### src/logic/timer_pkg.sv
// How it works
// Readable, writable 8-bit count at file 01h
// Clock source clear: count each instruction cycle
// Count write blocks counting two cycles
// Clock source set: count external input edges
// Edge select: clear rising, set falling
// Assign bit: clear timer, set watchdog
// One prescaler; unassigned side runs undivided
// Timer ratios 1:2 up to 1:256
// Prescaler count has no software access
// Timer count write clears timer-owned prescaler
// Watchdog clear clears watchdog-owned prescaler
// Reset leaves prescaler at zero
// Prescaler output sampled on phases two, four
// External input divided before phase sampling
// Source keeps input pulse widths, period
// Count changes 3 to 7 Tosc after edge
// Software sequence for timer to watchdog
// Software sequence for watchdog to timer
// Timer divides 2^(n+1), watchdog 2^n
// Count wraps from maximum to zero
`default_nettype none

package timer_pkg;

  // ------------------------------------------------------------
  // Map and reset values
  // ------------------------------------------------------------
  localparam int PRESCALE_WIDTH = 8;
  localparam logic [4:0] TIMER_COUNT_ADDR = 5'h01;
  localparam logic [7:0] TIMER_COUNT_RESET = 8'h00;
  localparam logic [7:0] OPTION_RESET = 8'h3f;
  localparam logic [7:0] OPTION_WRITE_MASK = 8'h3f;
  localparam logic [7:0] PRESCALER_RESET = 8'h00;
  localparam logic [1:0] WRITE_INHIBIT_CYCLES = 2'h2;

  // ------------------------------------------------------------
  // Timing
  // ------------------------------------------------------------
  localparam int CLK_PERIOD_NS = 8;
  localparam int TOSC_NS = 8;
  localparam int INC_DELAY_MIN_TOSC = 3;
  localparam int INC_DELAY_MAX_TOSC = 7;
  localparam int INC_DELAY_MIN_CYC = (INC_DELAY_MIN_TOSC * TOSC_NS + CLK_PERIOD_NS - 1) / CLK_PERIOD_NS;
  localparam int INC_DELAY_MAX_CYC = (INC_DELAY_MAX_TOSC * TOSC_NS) / CLK_PERIOD_NS;
  // Pin to settled level inside the synchroniser
  localparam int SYNC_LATENCY_CYC = 4;

  // ------------------------------------------------------------
  // Types
  // ------------------------------------------------------------
  typedef struct packed {
    logic [1:0] unused;
    logic clock_source_select;
    logic source_edge_select;
    logic prescaler_assign;
    logic [2:0] prescale_ratio;
  } option_t;

  typedef struct packed {
    logic write;
    logic [4:0] addr;
    logic [7:0] data;
  } file_write_t;

  typedef enum logic [3:0] {
    PHASE_ONE = 4'h1,
    PHASE_TWO = 4'h2,
    PHASE_THREE = 4'h4,
    PHASE_FOUR = 4'h8
  } phase_t;

endpackage : timer_pkg

`default_nettype wire

### src/logic/input_sync.sv
`default_nettype none

module input_sync (
  input wire logic clk_i,
  input wire logic reset_i,
  input wire logic pin_i,
  output logic level_o,
  output logic rise_o,
  output logic fall_o
);

  logic stage1;
  logic stage2;
  logic stage3;

  // Stage one is read only by stage two
  always_ff @(posedge clk_i or posedge reset_i) begin
    if (reset_i) begin
      stage1 <= 1'b0;
      stage2 <= 1'b0;
      stage3 <= 1'b0;
    end else begin
      stage1 <= pin_i;
      stage2 <= stage1;
      stage3 <= stage2;
    end
  end

  // A change counts only once stages two and three agree
  always_ff @(posedge clk_i or posedge reset_i) begin
    if (reset_i) begin
      level_o <= 1'b0;
      rise_o <= 1'b0;
      fall_o <= 1'b0;
    end else begin
      rise_o <= (stage2 == stage3) && stage3 && !level_o;
      fall_o <= (stage2 == stage3) && !stage3 && level_o;
      if (stage2 == stage3) begin
        level_o <= stage3;
      end
    end
  end

endmodule : input_sync

`default_nettype wire

### src/logic/prescale_counter.sv
`default_nettype none

module prescale_counter
  import timer_pkg::*;
#(
  parameter int WIDTH = PRESCALE_WIDTH
) (
  input wire logic clk_i,
  input wire logic reset_i,
  input wire logic clear_i,
  input wire logic step_i,
  output logic [WIDTH-1:0] count_o
);

  // Clear wins over a step in the same cycle
  always_ff @(posedge clk_i or posedge reset_i) begin
    if (reset_i) begin
      // zero on reset
      count_o <= WIDTH'(PRESCALER_RESET);
    end else if (clear_i) begin
      count_o <= '0;
    end else if (step_i) begin
      count_o <= count_o + WIDTH'(1);
    end
  end

endmodule : prescale_counter

`default_nettype wire

### src/logic/timer_counter.sv
`default_nettype none

module timer_counter
  import timer_pkg::*;
(
  input wire logic clk_i,
  input wire logic reset_i,
  input wire file_write_t file_wr_i,
  input wire logic [4:0] file_raddr_i,
  input wire logic option_write_i,
  input wire logic [7:0] option_wdata_i,
  input wire logic watchdog_clear_instr_i,
  input wire logic watchdog_raw_tick_i,
  input wire logic external_count_input_i,
  output logic [7:0] file_rdata_o,
  output logic [7:0] timer_count_o,
  output option_t option_o,
  output logic watchdog_tick_o,
  output phase_t phase_o
);

  // ------------------------------------------------------------
  // Declarations
  // ------------------------------------------------------------
  localparam int INC_LAT_MIN = 1;
  localparam int INC_LAT_MAX = INC_DELAY_MAX_CYC - SYNC_LATENCY_CYC - 1;

  phase_t phase;
  option_t option;
  logic [7:0] timer_count;
  logic [7:0] read_data;
  logic [1:0] inhibit;
  logic [PRESCALE_WIDTH-1:0] prescaler;
  logic [7:0] wd_mask;
  logic ext_level;
  logic ext_rise;
  logic ext_fall;
  logic ext_edge;
  logic sampled;
  logic wd_tick;
  logic write_timer;
  logic psc_on_timer;
  logic sample_phase;
  logic src_level;
  logic count_event;
  logic timer_inc;
  logic psc_step;
  logic psc_clear;

  assign file_rdata_o = read_data;
  assign timer_count_o = timer_count;
  assign option_o = option;
  assign watchdog_tick_o = wd_tick;
  assign phase_o = phase;

  // ------------------------------------------------------------
  // Four-phase instruction clock
  // ------------------------------------------------------------
  always_ff @(posedge clk_i or posedge reset_i) begin
    if (reset_i) begin
      phase <= PHASE_ONE;
    end else begin
      unique case (phase)
        PHASE_ONE: phase <= PHASE_TWO;
        PHASE_TWO: phase <= PHASE_THREE;
        PHASE_THREE: phase <= PHASE_FOUR;
        PHASE_FOUR: phase <= PHASE_ONE;
        default: phase <= PHASE_ONE;
      endcase
    end
  end

  // ------------------------------------------------------------
  // Option register
  // ------------------------------------------------------------
  // assignment bit
  always_ff @(posedge clk_i or posedge reset_i) begin
    if (reset_i) begin
      option <= option_t'(OPTION_RESET);
    end else if (option_write_i) begin
      option <= option_t'(option_wdata_i & OPTION_WRITE_MASK);
    end
  end

  // ------------------------------------------------------------
  // External input
  // ------------------------------------------------------------
  input_sync u_input_sync (
    .clk_i(clk_i),
    .reset_i(reset_i),
    .pin_i(external_count_input_i),
    .level_o(ext_level),
    .rise_o(ext_rise),
    .fall_o(ext_fall)
  );

  // counting edge
  assign ext_edge = option.source_edge_select ? ext_fall : ext_rise;

  // ------------------------------------------------------------
  // Shared prescaler
  // ------------------------------------------------------------
  assign psc_on_timer = !option.prescaler_assign;
  assign write_timer = file_wr_i.write && (file_wr_i.addr == TIMER_COUNT_ADDR);

  // one owner at a time
  always_comb begin
    if (!psc_on_timer) begin
      psc_step = watchdog_raw_tick_i;
    end else if (option.clock_source_select) begin
      // divide input edges first
      psc_step = ext_edge;
    end else begin
      psc_step = (phase == PHASE_FOUR);
    end
  end

  // count write clears it
  // watchdog clear clears it
  assign psc_clear = (write_timer && psc_on_timer) || (watchdog_clear_instr_i && !psc_on_timer);

  // count is internal only
  prescale_counter #(
    .WIDTH(PRESCALE_WIDTH)
  ) u_prescale_counter (
    .clk_i(clk_i),
    .reset_i(reset_i),
    .clear_i(psc_clear),
    .step_i(psc_step),
    .count_o(prescaler)
  );

  // ------------------------------------------------------------
  // Watchdog side
  // ------------------------------------------------------------
  // watchdog divides by 2^n
  assign wd_mask = 8'((9'h001 << option.prescale_ratio) - 9'h001);

  always_ff @(posedge clk_i or posedge reset_i) begin
    if (reset_i) begin
      wd_tick <= 1'b0;
    end else if (psc_on_timer) begin
      // undivided when not owner
      wd_tick <= watchdog_raw_tick_i;
    end else begin
      wd_tick <= watchdog_raw_tick_i && ((prescaler & wd_mask) == wd_mask);
    end
  end

  // ------------------------------------------------------------
  // Count source and phase sampling
  // ------------------------------------------------------------
  assign sample_phase = (phase == PHASE_TWO) || (phase == PHASE_FOUR);

  // bit n toggles every 2^n steps
  // timer divides by 2^(n+1)
  assign src_level = psc_on_timer ? prescaler[option.prescale_ratio] : (ext_level ^ option.source_edge_select);

  // sample on phases two and four
  always_ff @(posedge clk_i or posedge reset_i) begin
    if (reset_i) begin
      sampled <= 1'b0;
    end else if (sample_phase) begin
      sampled <= src_level;
    end
  end

  always_comb begin
    if (!option.clock_source_select && !psc_on_timer) begin
      // once per instruction cycle
      count_event = (phase == PHASE_FOUR);
    end else begin
      // external or divided source
      count_event = sample_phase && src_level && !sampled;
    end
  end

  // ------------------------------------------------------------
  // Write inhibit
  // ------------------------------------------------------------
  // Software can pre-adjust the written value to hide this gap
  // two-cycle hold-off
  always_ff @(posedge clk_i or posedge reset_i) begin
    if (reset_i) begin
      inhibit <= 2'h0;
    end else if (write_timer) begin
      inhibit <= WRITE_INHIBIT_CYCLES;
    end else if ((phase == PHASE_FOUR) && (inhibit != 2'h0)) begin
      inhibit <= inhibit - 2'h1;
    end
  end

  assign timer_inc = count_event && (inhibit == 2'h0);

  // ------------------------------------------------------------
  // Count register and read path
  // ------------------------------------------------------------
  always_ff @(posedge clk_i or posedge reset_i) begin
    if (reset_i) begin
      timer_count <= TIMER_COUNT_RESET;
    end else if (write_timer) begin
      // software load
      timer_count <= file_wr_i.data;
    end else if (timer_inc) begin
      // wraps, no flag
      timer_count <= timer_count + 8'h01;
    end
  end

  // Only the count is readable; other files belong elsewhere
  always_ff @(posedge clk_i or posedge reset_i) begin
    if (reset_i) begin
      read_data <= 8'h00;
    end else begin
      // read path
      read_data <= (file_raddr_i == TIMER_COUNT_ADDR) ? timer_count : 8'h00;
    end
  end
endmodule : timer_counter

`default_nettype wire

### config.mk
export PLATFORM = sky130hd
export DESIGN_NAME = timer_counter
export DESIGN_NICKNAME = d
export VERILOG_FILES = /design/src/logic/timer_pkg.sv /design/src/logic/input_sync.sv /design/src/logic/prescale_counter.sv /design/src/logic/timer_counter.sv
export SDC_FILE = /design/constraint.sdc
export NUM_CORES = 1
export LEC_CHECK = 0
export BUFFER_PORTS_ARGS = -buffer_cell sky130_fd_sc_hd__buf_2
export CORE_ASPECT_RATIO = 0.8
export CORE_MARGIN = 2
export CORE_UTILIZATION = 45
export CTS_BUF_LIST = sky130_fd_sc_hd__clkbuf_8
export CTS_CLUSTER_SIZE = 24
export DETAILED_ROUTE_END_ITERATION = 7
export PLACE_DENSITY = 0.74
export SYNTH_ARGS = -nofsm -noshare
export SYNTH_HDL_FRONTEND = slang
export SYNTH_SLANG_ARGS = --single-unit
### constraint.sdc
create_clock -name clk_i -period 2.6 [get_ports clk_i]
set_clock_uncertainty 0.05 [all_clocks]
set_input_delay 0 -clock clk_i [delete_from_list [all_inputs] [get_ports clk_i]]
set_output_delay 0 -clock clk_i [all_outputs]
set_load 0.01 [all_outputs]
-- Word-level counts from Yosys, hierarchy flattened
Cells that the tools add are included.
Widths: inputs -> output; s select.
- flip-flop bits (word level): 44
- latch bits: 0
- RAM bits: 0
- ROM bits: 0
- output and inout bits: 29
- word-level logic and storage cells: 74
- memories kept: 0
- add/sub/neg operators: 4
- multiply operators: 0
- divide/modulo/power cells: 0
- order comparisons: 1
- equal/unequal tests: 8
- shift-type cells: 1
- multiplexer cells: 16
- bitwise operators: 2
- reductions and logical operators: 25
- operator list (operator ; count):
    $mux 8 ; 5
    $add 8x1->8 const B ; 2
    $logic_and 1x1->1 ; 13
    $pmux 4 s3 ; 1
    $eq 5x1->1 const B ; 2
    $and 8x8->8 ; 1
    $eq 8x8->1 ; 1
    $reduce_bool 2->1 ; 4
    $shl 1x3->8 const A ; 1
    $sub 8x1->8 const B ; 1
    $mux 1 ; 7
    $logic_not 1->1 ; 5
    $eq 4x1->1 const B ; 1
    $eq 4x2->1 const B ; 1
    $eq 4x3->1 const B ; 1
    $eq 4x4->1 const B ; 1
    $lt 3x4->1 const B ; 1
    $mux 2 ; 2
    $bmux 1 s3 ; 1
    $logic_not 2->1 ; 1
    $logic_or 1x1->1 ; 2
    $sub 2x1->2 const B ; 1
    $eq 1x1->1 ; 1
    $xor 1x1->1 ; 1

-- Depth between registers and ports, before layout
Gate-level depths: netlist (run 1).
- depth after elaboration: 9
- depth in mapped cells: 9
- mapped depth without buffers: 8

-- By module
A second synthesis (run 1) with hierarchy kept.
- cell total of the unflattened synthesis: 210
- area, all modules: 2204.6 sq um
- by module, submodules not included (module ; instances ; cells an instance ; area an instance (sq um) ; seq. area each (sq um)):
    timer_counter ; 1 ; 158 ; 1590.3 ; 759.5
    prescale_counter ; 1 ; 38 ; 400.4 ; 200.2
    input_sync ; 1 ; 14 ; 214.0 ; 150.1

-- Least setup slack after synthesis (run 1)
Ideal clock, no wire load.
- kind: reg2reg
- start point: register option, in the netlist option_o[1]
- end point: register timer_count[2], in the netlist timer_count_o[2]
- arrival: 2.215 ns
- slack: 0.269 ns
- cell stages (with the launch flop): 7
- path buffers: 1
- clock period less this slack: 2.331 ns
- path through: dfstp_2 > mux2_2 > mux4_2 > a221oi_2 > buf_6 > mux2_2 > nand2_1
- longest elaborated chain between the ends: 8
- RTL lines (element ; line ; RTL):
    from (decl) ; timer_counter.sv:29 ; option_t option;
    from (signal assigned) ; timer_counter.sv:79 ; option <= option_t'(OPTION_RESET);
    from (signal assigned) ; timer_counter.sv:81 ; option <= option_t'(option_wdata_i & OPTION_WRITE_MASK);
    $bmux 1 s3 ; timer_counter.sv:157 ; assign src_level = psc_on_timer ? prescaler[option.prescale_ratio] : (ext_level ^ option.source_edge_select);
    $mux 1 (implied by the code) ; timer_counter.sv:157 ;
    $mux 1 ; timer_counter.sv:157 ;
    $logic_and 1x1->1 (2 in series) ; timer_counter.sv:174 ; count_event = sample_phase && src_level && !sampled;
    $mux 1 ; timer_counter.sv:169 ; if (!option.clock_source_select && !psc_on_timer) begin
    $logic_and 1x1->1 ; timer_counter.sv:193 ; assign timer_inc = count_event && (inhibit == 2'h0);
    $reduce_bool 2->1 (no source line) ; - ;
    to (signal assigned) ; timer_counter.sv:203 ; timer_count <= file_wr_i.data;
    to (signal assigned) ; timer_counter.sv:206 ; timer_count <= timer_count + 8'h01;
    to (decl) ; timer_counter.sv:30 ; logic [7:0] timer_count;
No other way between the ends. The select of a mux whose other input is x is not followed.
A chain may end at the register's enable or synchronous reset.

-- Worst setup path after layout (run 1)
- start point: register inhibit[0]
- end point: register timer_count[5], in the netlist timer_count_o[5]
- longest elaborated chain between the ends: 3
- RTL lines (element ; line ; RTL):
    from (decl) ; timer_counter.sv:32 ; logic [1:0] inhibit;
    from (signal assigned) ; timer_counter.sv:189 ; inhibit <= inhibit - 2'h1;
    $logic_not 2->1 ; timer_counter.sv:193 ;
    $logic_and 1x1->1 ; timer_counter.sv:193 ;
    $reduce_bool 2->1 (no source line) ; - ;
No other way between the ends.

==> results of run 1 <==
==> layer usage <==
layer | wire, µm | share of wire | global-route usage
met1 | 2370 | 0.46 | 0.246
met3 | 261 | 0.050 | 0.0434
met4 | 63 | 0.012 | 0.0665
met2 | 2500 | 0.48 | 0.303
met5 | 0 | 0 | 0
==> worst min-delay path: stages <==
cell,delay [ps]
buf_2,80
nor4_1,80
and2_1,160
==> cells in the final DEF, fill, tap and decap left out, drive strengths merged, types with 4 or more instances in the layout <==
| master | synthesis | routed |
|---|---|---|
| buf | 4 | 66 |
| dfrtp | 37 | 37 |
| dlygate4sd3 | 0 | 19 |
| o21ai | 16 | 16 |
| a21oi | 15 | 15 |
| nand2 | 14 | 14 |
| nand3 | 13 | 13 |
| mux2 | 10 | 10 |
| inv | 8 | 9 |
| nor2 | 9 | 9 |
| and2 | 9 | 9 |
| dfstp | 7 | 7 |
| mux2i | 6 | 6 |
| or3 | 6 | 6 |
| ha | 6 | 6 |
| or4 | 5 | 5 |
| clkbuf | 8 | 5 |
| nand4 | 4 | 4 |
| and3 | 4 | 4 |
| o211ai | 4 | 4 |
| nor2b | 4 | 4 |
| nor4b | 4 | 4 |
==> state kept, by name, summed over array words and instances, names as in the netlist, 2 cells and up <==
register / flops
file_rdata_o: 8
timer_count_o: 8
u_prescale_counter.count_o: 8
option_o: 6
phase_o: 4
inhibit: 2
==> timing repair <==
| action | CTS | global route |
|---|---|---|
| setup endpoints to repair | 0 | 1 |
| gates resized for setup | 0 | 0 |
| hold buffers | 19 | 0 |
| setup buffers | 0 | 0 |
| endpoints found under the hold margin | 35 | 0 |
==> per-stage QoR <==
step                      utilization  cells  cell area [µm²]
after floorplan                     -    227             2310
after global placement          0.538    343             2680
after detailed placement        0.538    343             2680
after CTS                       0.592    370             2950
after global routing            0.592    370             2950
final                           0.592    370             2950
==> area by class of cell <==
cell class                 count  area (µm²)
clock buffer                   5        68.8
multi-input combinational    163        1110
timing repair buffer          85         543
sequential                    44        1110
clock inverter                 3        12.5
inverter                       8        30.0
fill                         437        2030
tap                           62        77.6
==> power groups by stage <==
stage	clock network, mW	registers [mW]	logic, mW
floorplan	0	0.894	0.340
global placement	0	0.907	0.485
detailed placement	0	0.911	0.501
CTS	0.417	0.898	0.528
global route	0.447	0.917	0.593
finish	0.406	0.900	0.527
==> kinds of logic (layout without fill, tap and decap cells) <==
logic type      after synthesis  in the layout  share of synthesized area
buf+inv                      20            101                     0.0396
other cells                   1              2                    0.00163
simple gates                 89             89                      0.226
compound gates               44             44                      0.115
mux                          17             17                     0.0847
fa+ha+maj                     6              6                     0.0326
xor+xnor                      5              5                     0.0190
flops                        44             44                      0.482
==> worst max path at each step <==
stage	endpoint	start
finish	timer_count_o[5]	inhibit[0]
global route	timer_count_o[5]	inhibit[0]
CTS	timer_count_o[5]	inhibit[0]
detailed placement	timer_count_o[5]	inhibit[0]
global placement	timer_count_o[3]	inhibit[0]
floorplan	timer_count_o[2]	option_o[1]
==> impl_metrics.yaml, run 1 <==
global_route:
  overflow: 0
  grt_pass1_wl_um: 8320
  grt_usage: 0.185
  grt_pass1_vias: 1799
  grt_max_degree: 25
  antenna_found_initial: 0
yosys:
  yosysWarnings: 0
  synth_area_leaders: "dfrtp_1 40%, dfstp_2 8.0%, mux2_2 4.4%, a21oi_1 3.3%, ha_1 3.3%"
  yosysTopAreaCell: "dfrtp_1"
  synth-edff-count: 0
  yosysSeqAreaShare: 0.482
  synth.most_common_cell: "dfrtp_1"
  async_flop_share: 1.00
  synth_area_mm2: 0.00230
  postSynthAreaPerCell_um2: 10.2
  netlist-cell-type-count: 47
  synth_ff_type: "dfrtp_1"
  ys_seq_elements: 44
  synth_top_cell_area_share: 0.402
  synthCells: 226
  ys_top_cells_by_count: "37 x dfrtp_1, 15 x a21oi_1, 15 x o21ai_0"
worst_setup_path:
  r2r_end: "timer_count_o[5]"
  crit_chain: "inv_1 -> ha_1 -> or4b_1 -> nor4b_2 -> a221oi_2 -> buf_4 -> or4_1 -> nand3_1"
  crit_path_max_fanout: 12
  critical_path_depth: 8
  crit_arrival_ps: 2630
  critical-path-max-stage-delay_ps: 500
  cp-start-kind: "flop"
  r2r_cells: 8
  required_ps: 2780
  cp_slowest_cell: "or4b_1"
  r2r_start: "inhibit[0]"
  reg2reg_slack_ps: 150
  setup.worst_path.end_class: "flop"
  cp_top_family: "simple AND/OR/NAND/NOR gates"
  critical_path_class: "reg2reg"
  path_buf_inv: 2
power_and_ir_drop:
  p_total_mw: 1.83
  p_sw_frac: 0.329
  pwr-share-seq: 0.491
  p_sw_mw: 0.603
  p_clk_frac: 0.221
  power.leakage_nw: 1.39
  p_int_mw: 1.23
  ir_worst_vdd_uv: 281
  powerDensity_mw_per_mm2: 621
  p_comb_frac: 0.287
place:
  place_ws_ps: 138
  place.gp.congestion: 0.866
  io_buffers: 57
  post-dp-hpwl_um: 3690
timing:
  tightest_slew_ps: 898
  drv_slew: 0
  fin_ws_ps: 150
  clock.fmax_mhz: 408
  maxSlewHeadroom: 0.398
  layout_min_cycle_time_ps: 2450
  hold_viol: 0
  hold_ws_ps: 14.3
  rsz0062_at_grt: "false"
  fin_crit_sh: 0.942
  finalSetupTns_ps: 0
  setup_viol: 0
floorplanning:
  dieHeight_um: 68.0
  start_util: 0.463
  fp.dieW_um: 84.0
  row_count: 23
  io_pins: 62
  coreArea_mm2: 0.00498
  fp.dieArea_mm2: 0.00571
clocking:
  clock_path_buffers: 2
  clkTransAtPathRegs_ps: 80
  worstSkewPairLatency_ps: 300
  tritoncts: "yes"
  numCtsBuffers: 5
  root_buffer: "clkbuf_8"
  cts.sinks: 44
  htreeDepth: 2
hold_path:
  whs_path_depth: 3
  holdCritStartpoint: "file_raddr_i[4]"
  min_path_type: "in2reg"
  worst_hold_path.endpoint: "file_rdata_o[0]"
detailed_routing:
  drt-total-wl_um: 5190
  vias: 1997
  ant_nets: 0
  drc: 0
  drt_iter0_drc: 175
  vias_per_cell: 5.40
  dr.pass1.iters: 5
  wl_per_cell_um: 14.0
flow_run:
  cap_violations: 0
cells_and_area:
  syn_to_final_growth_pct: 28.0
  num_antenna_cells: 0
  fin_nets: 346
  layout-drive-gt1-share: 0.299
outcome:
  status: "finished clean"
(Power assumes the default switching activity.)
==> run 2, diff against run 1 <==
--- a/config.mk
+++ b/config.mk
@@ -5,6 +5,7 @@
 export SDC_FILE = /design/constraint.sdc
 export NUM_CORES = 1
 export LEC_CHECK = 0
+export ABC_AREA = 1
 export BUFFER_PORTS_ARGS = -buffer_cell sky130_fd_sc_hd__buf_2
 export CORE_ASPECT_RATIO = 0.8
 export CORE_MARGIN = 2
==> run 2 against run 1 <==
  * Worst hold slack got worse by 5.9 ps
  * Register-to-register slack improved by 480 ps
  * First-iteration DRC count decreased by 41%
  * Combinational power increased by 4.4%
  * Power increased by 10%
  * Wire length increased by 1.2%
  * Flip-flop and latch count unchanged
  * Cell area increased by 3.2%
  * Via count increased by 8.6%
  * Core utilization increased by 1.9 points
  * Sequential share of layout area decreased by 1.2 points
  * Highest routed layer unchanged
==> impl_metrics.yaml, run 2 <==
place:
  place.gp.congestion: 0.820
  dp.cells: 400
  io_buffers: 57
  post-dp-hpwl_um: 3690
  place_area_mm2: 0.00266
floorplanning:
  dieHeight_um: 68.2
  row_count: 23
  fp.dieArea_mm2: 0.00575
  io_pins: 62
  start_util: 0.466
  fp.dieW_um: 84.3
  coreArea_mm2: 0.00498
global_route:
  met2_usage: 0.324
  grt_use_met3: 0.0386
  met1_usage: 0.249
  grt_max_degree: 28
  antenna_found_initial: 0
  grt_usage: 0.192
  overflow: 0
  grt_pass1_vias: 1963
  grt_pass1_wl_um: 8620
  grt_busiest_layer: "met2"
worst_setup_path:
  crit_end: "watchdog_tick_o"
  critical_path_class: "reg2reg"
  r2r_end: "watchdog_tick_o"
  crit_path_max_fanout: 9
  critical_path_depth: 10
  cp_slowest_cell: "dfstp_2"
  required_ps: 2740
  setup.worst_path.end_class: "flop"
  path_buf_inv: 3
  crit_arrival_ps: 2110
  reg2reg_slack_ps: 630
  cp-start-kind: "flop"
  r2r_cells: 10
  r2r_start: "option_o[2]"
  crit_chain: "clkinv_1 -> nand3_1 -> ha_1 -> inv_1 -> a21oi_1 -> inv_1 -> a21oi_1 -> o21ai_0 -> nand4_1 -> a21boi_1"
  crit_start: "option_o[2]"
  critical-path-max-stage-delay_ps: 600
  cp_top_family: "flip-flops"
yosys:
  yosysTopAreaCell: "dfrtp_1"
  synth_ff_type: "dfrtp_1"
  synth_area_mm2: 0.00232
  synth.most_common_cell: "nand2_1"
  synth_top_cell_area_share: 0.399
  async_flop_share: 1.00
  ys_seq_elements: 44
  ys_top_cells_by_count: "60 x nand2_1, 40 x inv_1, 37 x dfrtp_1"
  synth_area_leaders: "dfrtp_1 40%, nand2_1 9.7%, dfstp_2 7.9%, inv_1 6.5%, nand3_1 5.8%"
  netlist-cell-type-count: 36
  postSynthAreaPerCell_um2: 8.14
  synth-edff-count: 0
  synthCells: 285
  yosysWarnings: 0
  yosysSeqAreaShare: 0.478
clocking:
  root_buffer: "clkbuf_8"
  postCtsSetupBuffers: 0
  post_cts_resized: 0
  worstSkewPairLatency_ps: 300
  tritoncts: "yes"
  clock_path_buffers: 2
  htreeDepth: 2
  clkTransAtPathRegs_ps: 90
  cts.sinks: 44
  numCtsBuffers: 5
detailed_routing:
  wl_per_cell_um: 12.1
  vias: 2168
  drt_iter0_drc: 104
  ant_nets: 0
  drt-total-wl_um: 5260
  dr.pass1.iters: 4
  drc: 0
  vias_per_cell: 4.98
cells_and_area:
  stdcell_count: 435
  num_antenna_cells: 0
  fin_area_mm2: 0.00304
  fin_util: 0.611
  final_cell_mix: "60 x nand2_1, 57 x buf_2, 39 x inv_1"
  fin_nets: 411
  final_common_cell: "nand2_1"
  layout-drive-gt1-share: 0.228
  syn_to_final_growth_pct: 31.2
hold_path:
  min_path_type: "in2reg"
timing:
  tightest_slew_ps: 645
  clock.fmax_mhz: 507
  hold_viol: 0
  finalSetupTns_ps: 0
  layout_min_cycle_time_ps: 1970
  rsz0062_at_grt: "false"
  setup_viol: 0
  drv_slew: 0
  maxSlewHeadroom: 0.567
  fin_crit_sh: 0.759
power_and_ir_drop:
  ir_worst_vdd_uv: 356
  p_total_mw: 2.02
  power.leakage_nw: 1.59
  powerDensity_mw_per_mm2: 665
flow_run:
  cap_violations: 0
outcome:
  status: "finished clean"
==> run 2: changes by cell type in the layout (fill, tap and decap cells not counted), sizes merged, moves of 6 or more <==
cell         previous run  this run
a21oi                  15         5
and2                    9         0
buf                    66        58
dlygate4sd3            19        27
inv                     9        42
mux2                   10         0
mux2i                   6         0
nand2                  14        66
nand3                  13        28
nor2                    9        22
o21ai                  16        27
or3                     6         0
==> run 2: stage by stage <==
stage	hold slack, ps	worst slack (ps)
4_1_cts	0.962	620
3_3_place_gp	-4.80	699
5_1_grt	27.4	417
2_1_floorplan	-18.6	806
6_report	8.36	628
3_5_place_dp	0.417	640
==> run 2: cell families (layout without fill, tap and decap cells) <==
family                   count (synthesis)  after routing  synth area share
flip-flops                              44             44             0.478
AND/OR/NAND/NOR                        137            137             0.275
buffers and inverters                   49            136            0.0847
adder cells (fa/ha/maj)                  6              6            0.0324
AO/OA/AOI/OAI                           39             39            0.0939
XOR/XNOR                                 9              9            0.0340
other                                    1              2           0.00162
==> run 2: how the worst min path moves through the flow <==
stage / slack, ps / from / end / depth (start not counted)
2_1_floorplan: -20 / external_count_input_i / u_input_sync.stage1 / 0
3_3_place_gp: -5 / reset_i / file_rdata_o[6] / 2
3_5_place_dp: 0.4 / reset_i / file_rdata_o[7] / 2
4_1_cts: 1 / option_write_i / option_o[3] / 2
5_1_grt: 30 / file_wr_i[6] / timer_count_o[6] / 5
6_report: 8 / option_write_i / option_o[3] / 2
==> run 2: cell type report <==
class	count	area, µm²
fillers	433	1930
flip-flops and latches	44	1110
multi-input cells	193	1020
repair buffers	85	563
inverters	43	161
well taps	62	77.6
clock buffers	5	68.8
clock inverters	3	46.3
==> run 2: report_power, final <==
group | leakage [nW] | switching, mW | total (mW) | internal [mW]
registers | 0.558 | 0.135 | 0.932 | 0.797
clock network | 0.0548 | 0.252 | 0.542 | 0.290
logic | 0.977 | 0.300 | 0.550 | 0.250
total | 1.59 | 0.687 | 2.02 | 1.34
==> run 2: repair_timing <==
item                                    CTS  global route
hold endpoints to repair                 29             0
hold buffers                             27             0
endpoints found under the setup margin    0             0
==> run 2: layer usage <==
metal | up-vias | wire (µm)
met2 | 59 | 2510
met3 | 5 | 273
met5 | - | 0
li1 | 1099 | -
met1 | 1005 | 2420
met4 | 0 | 56
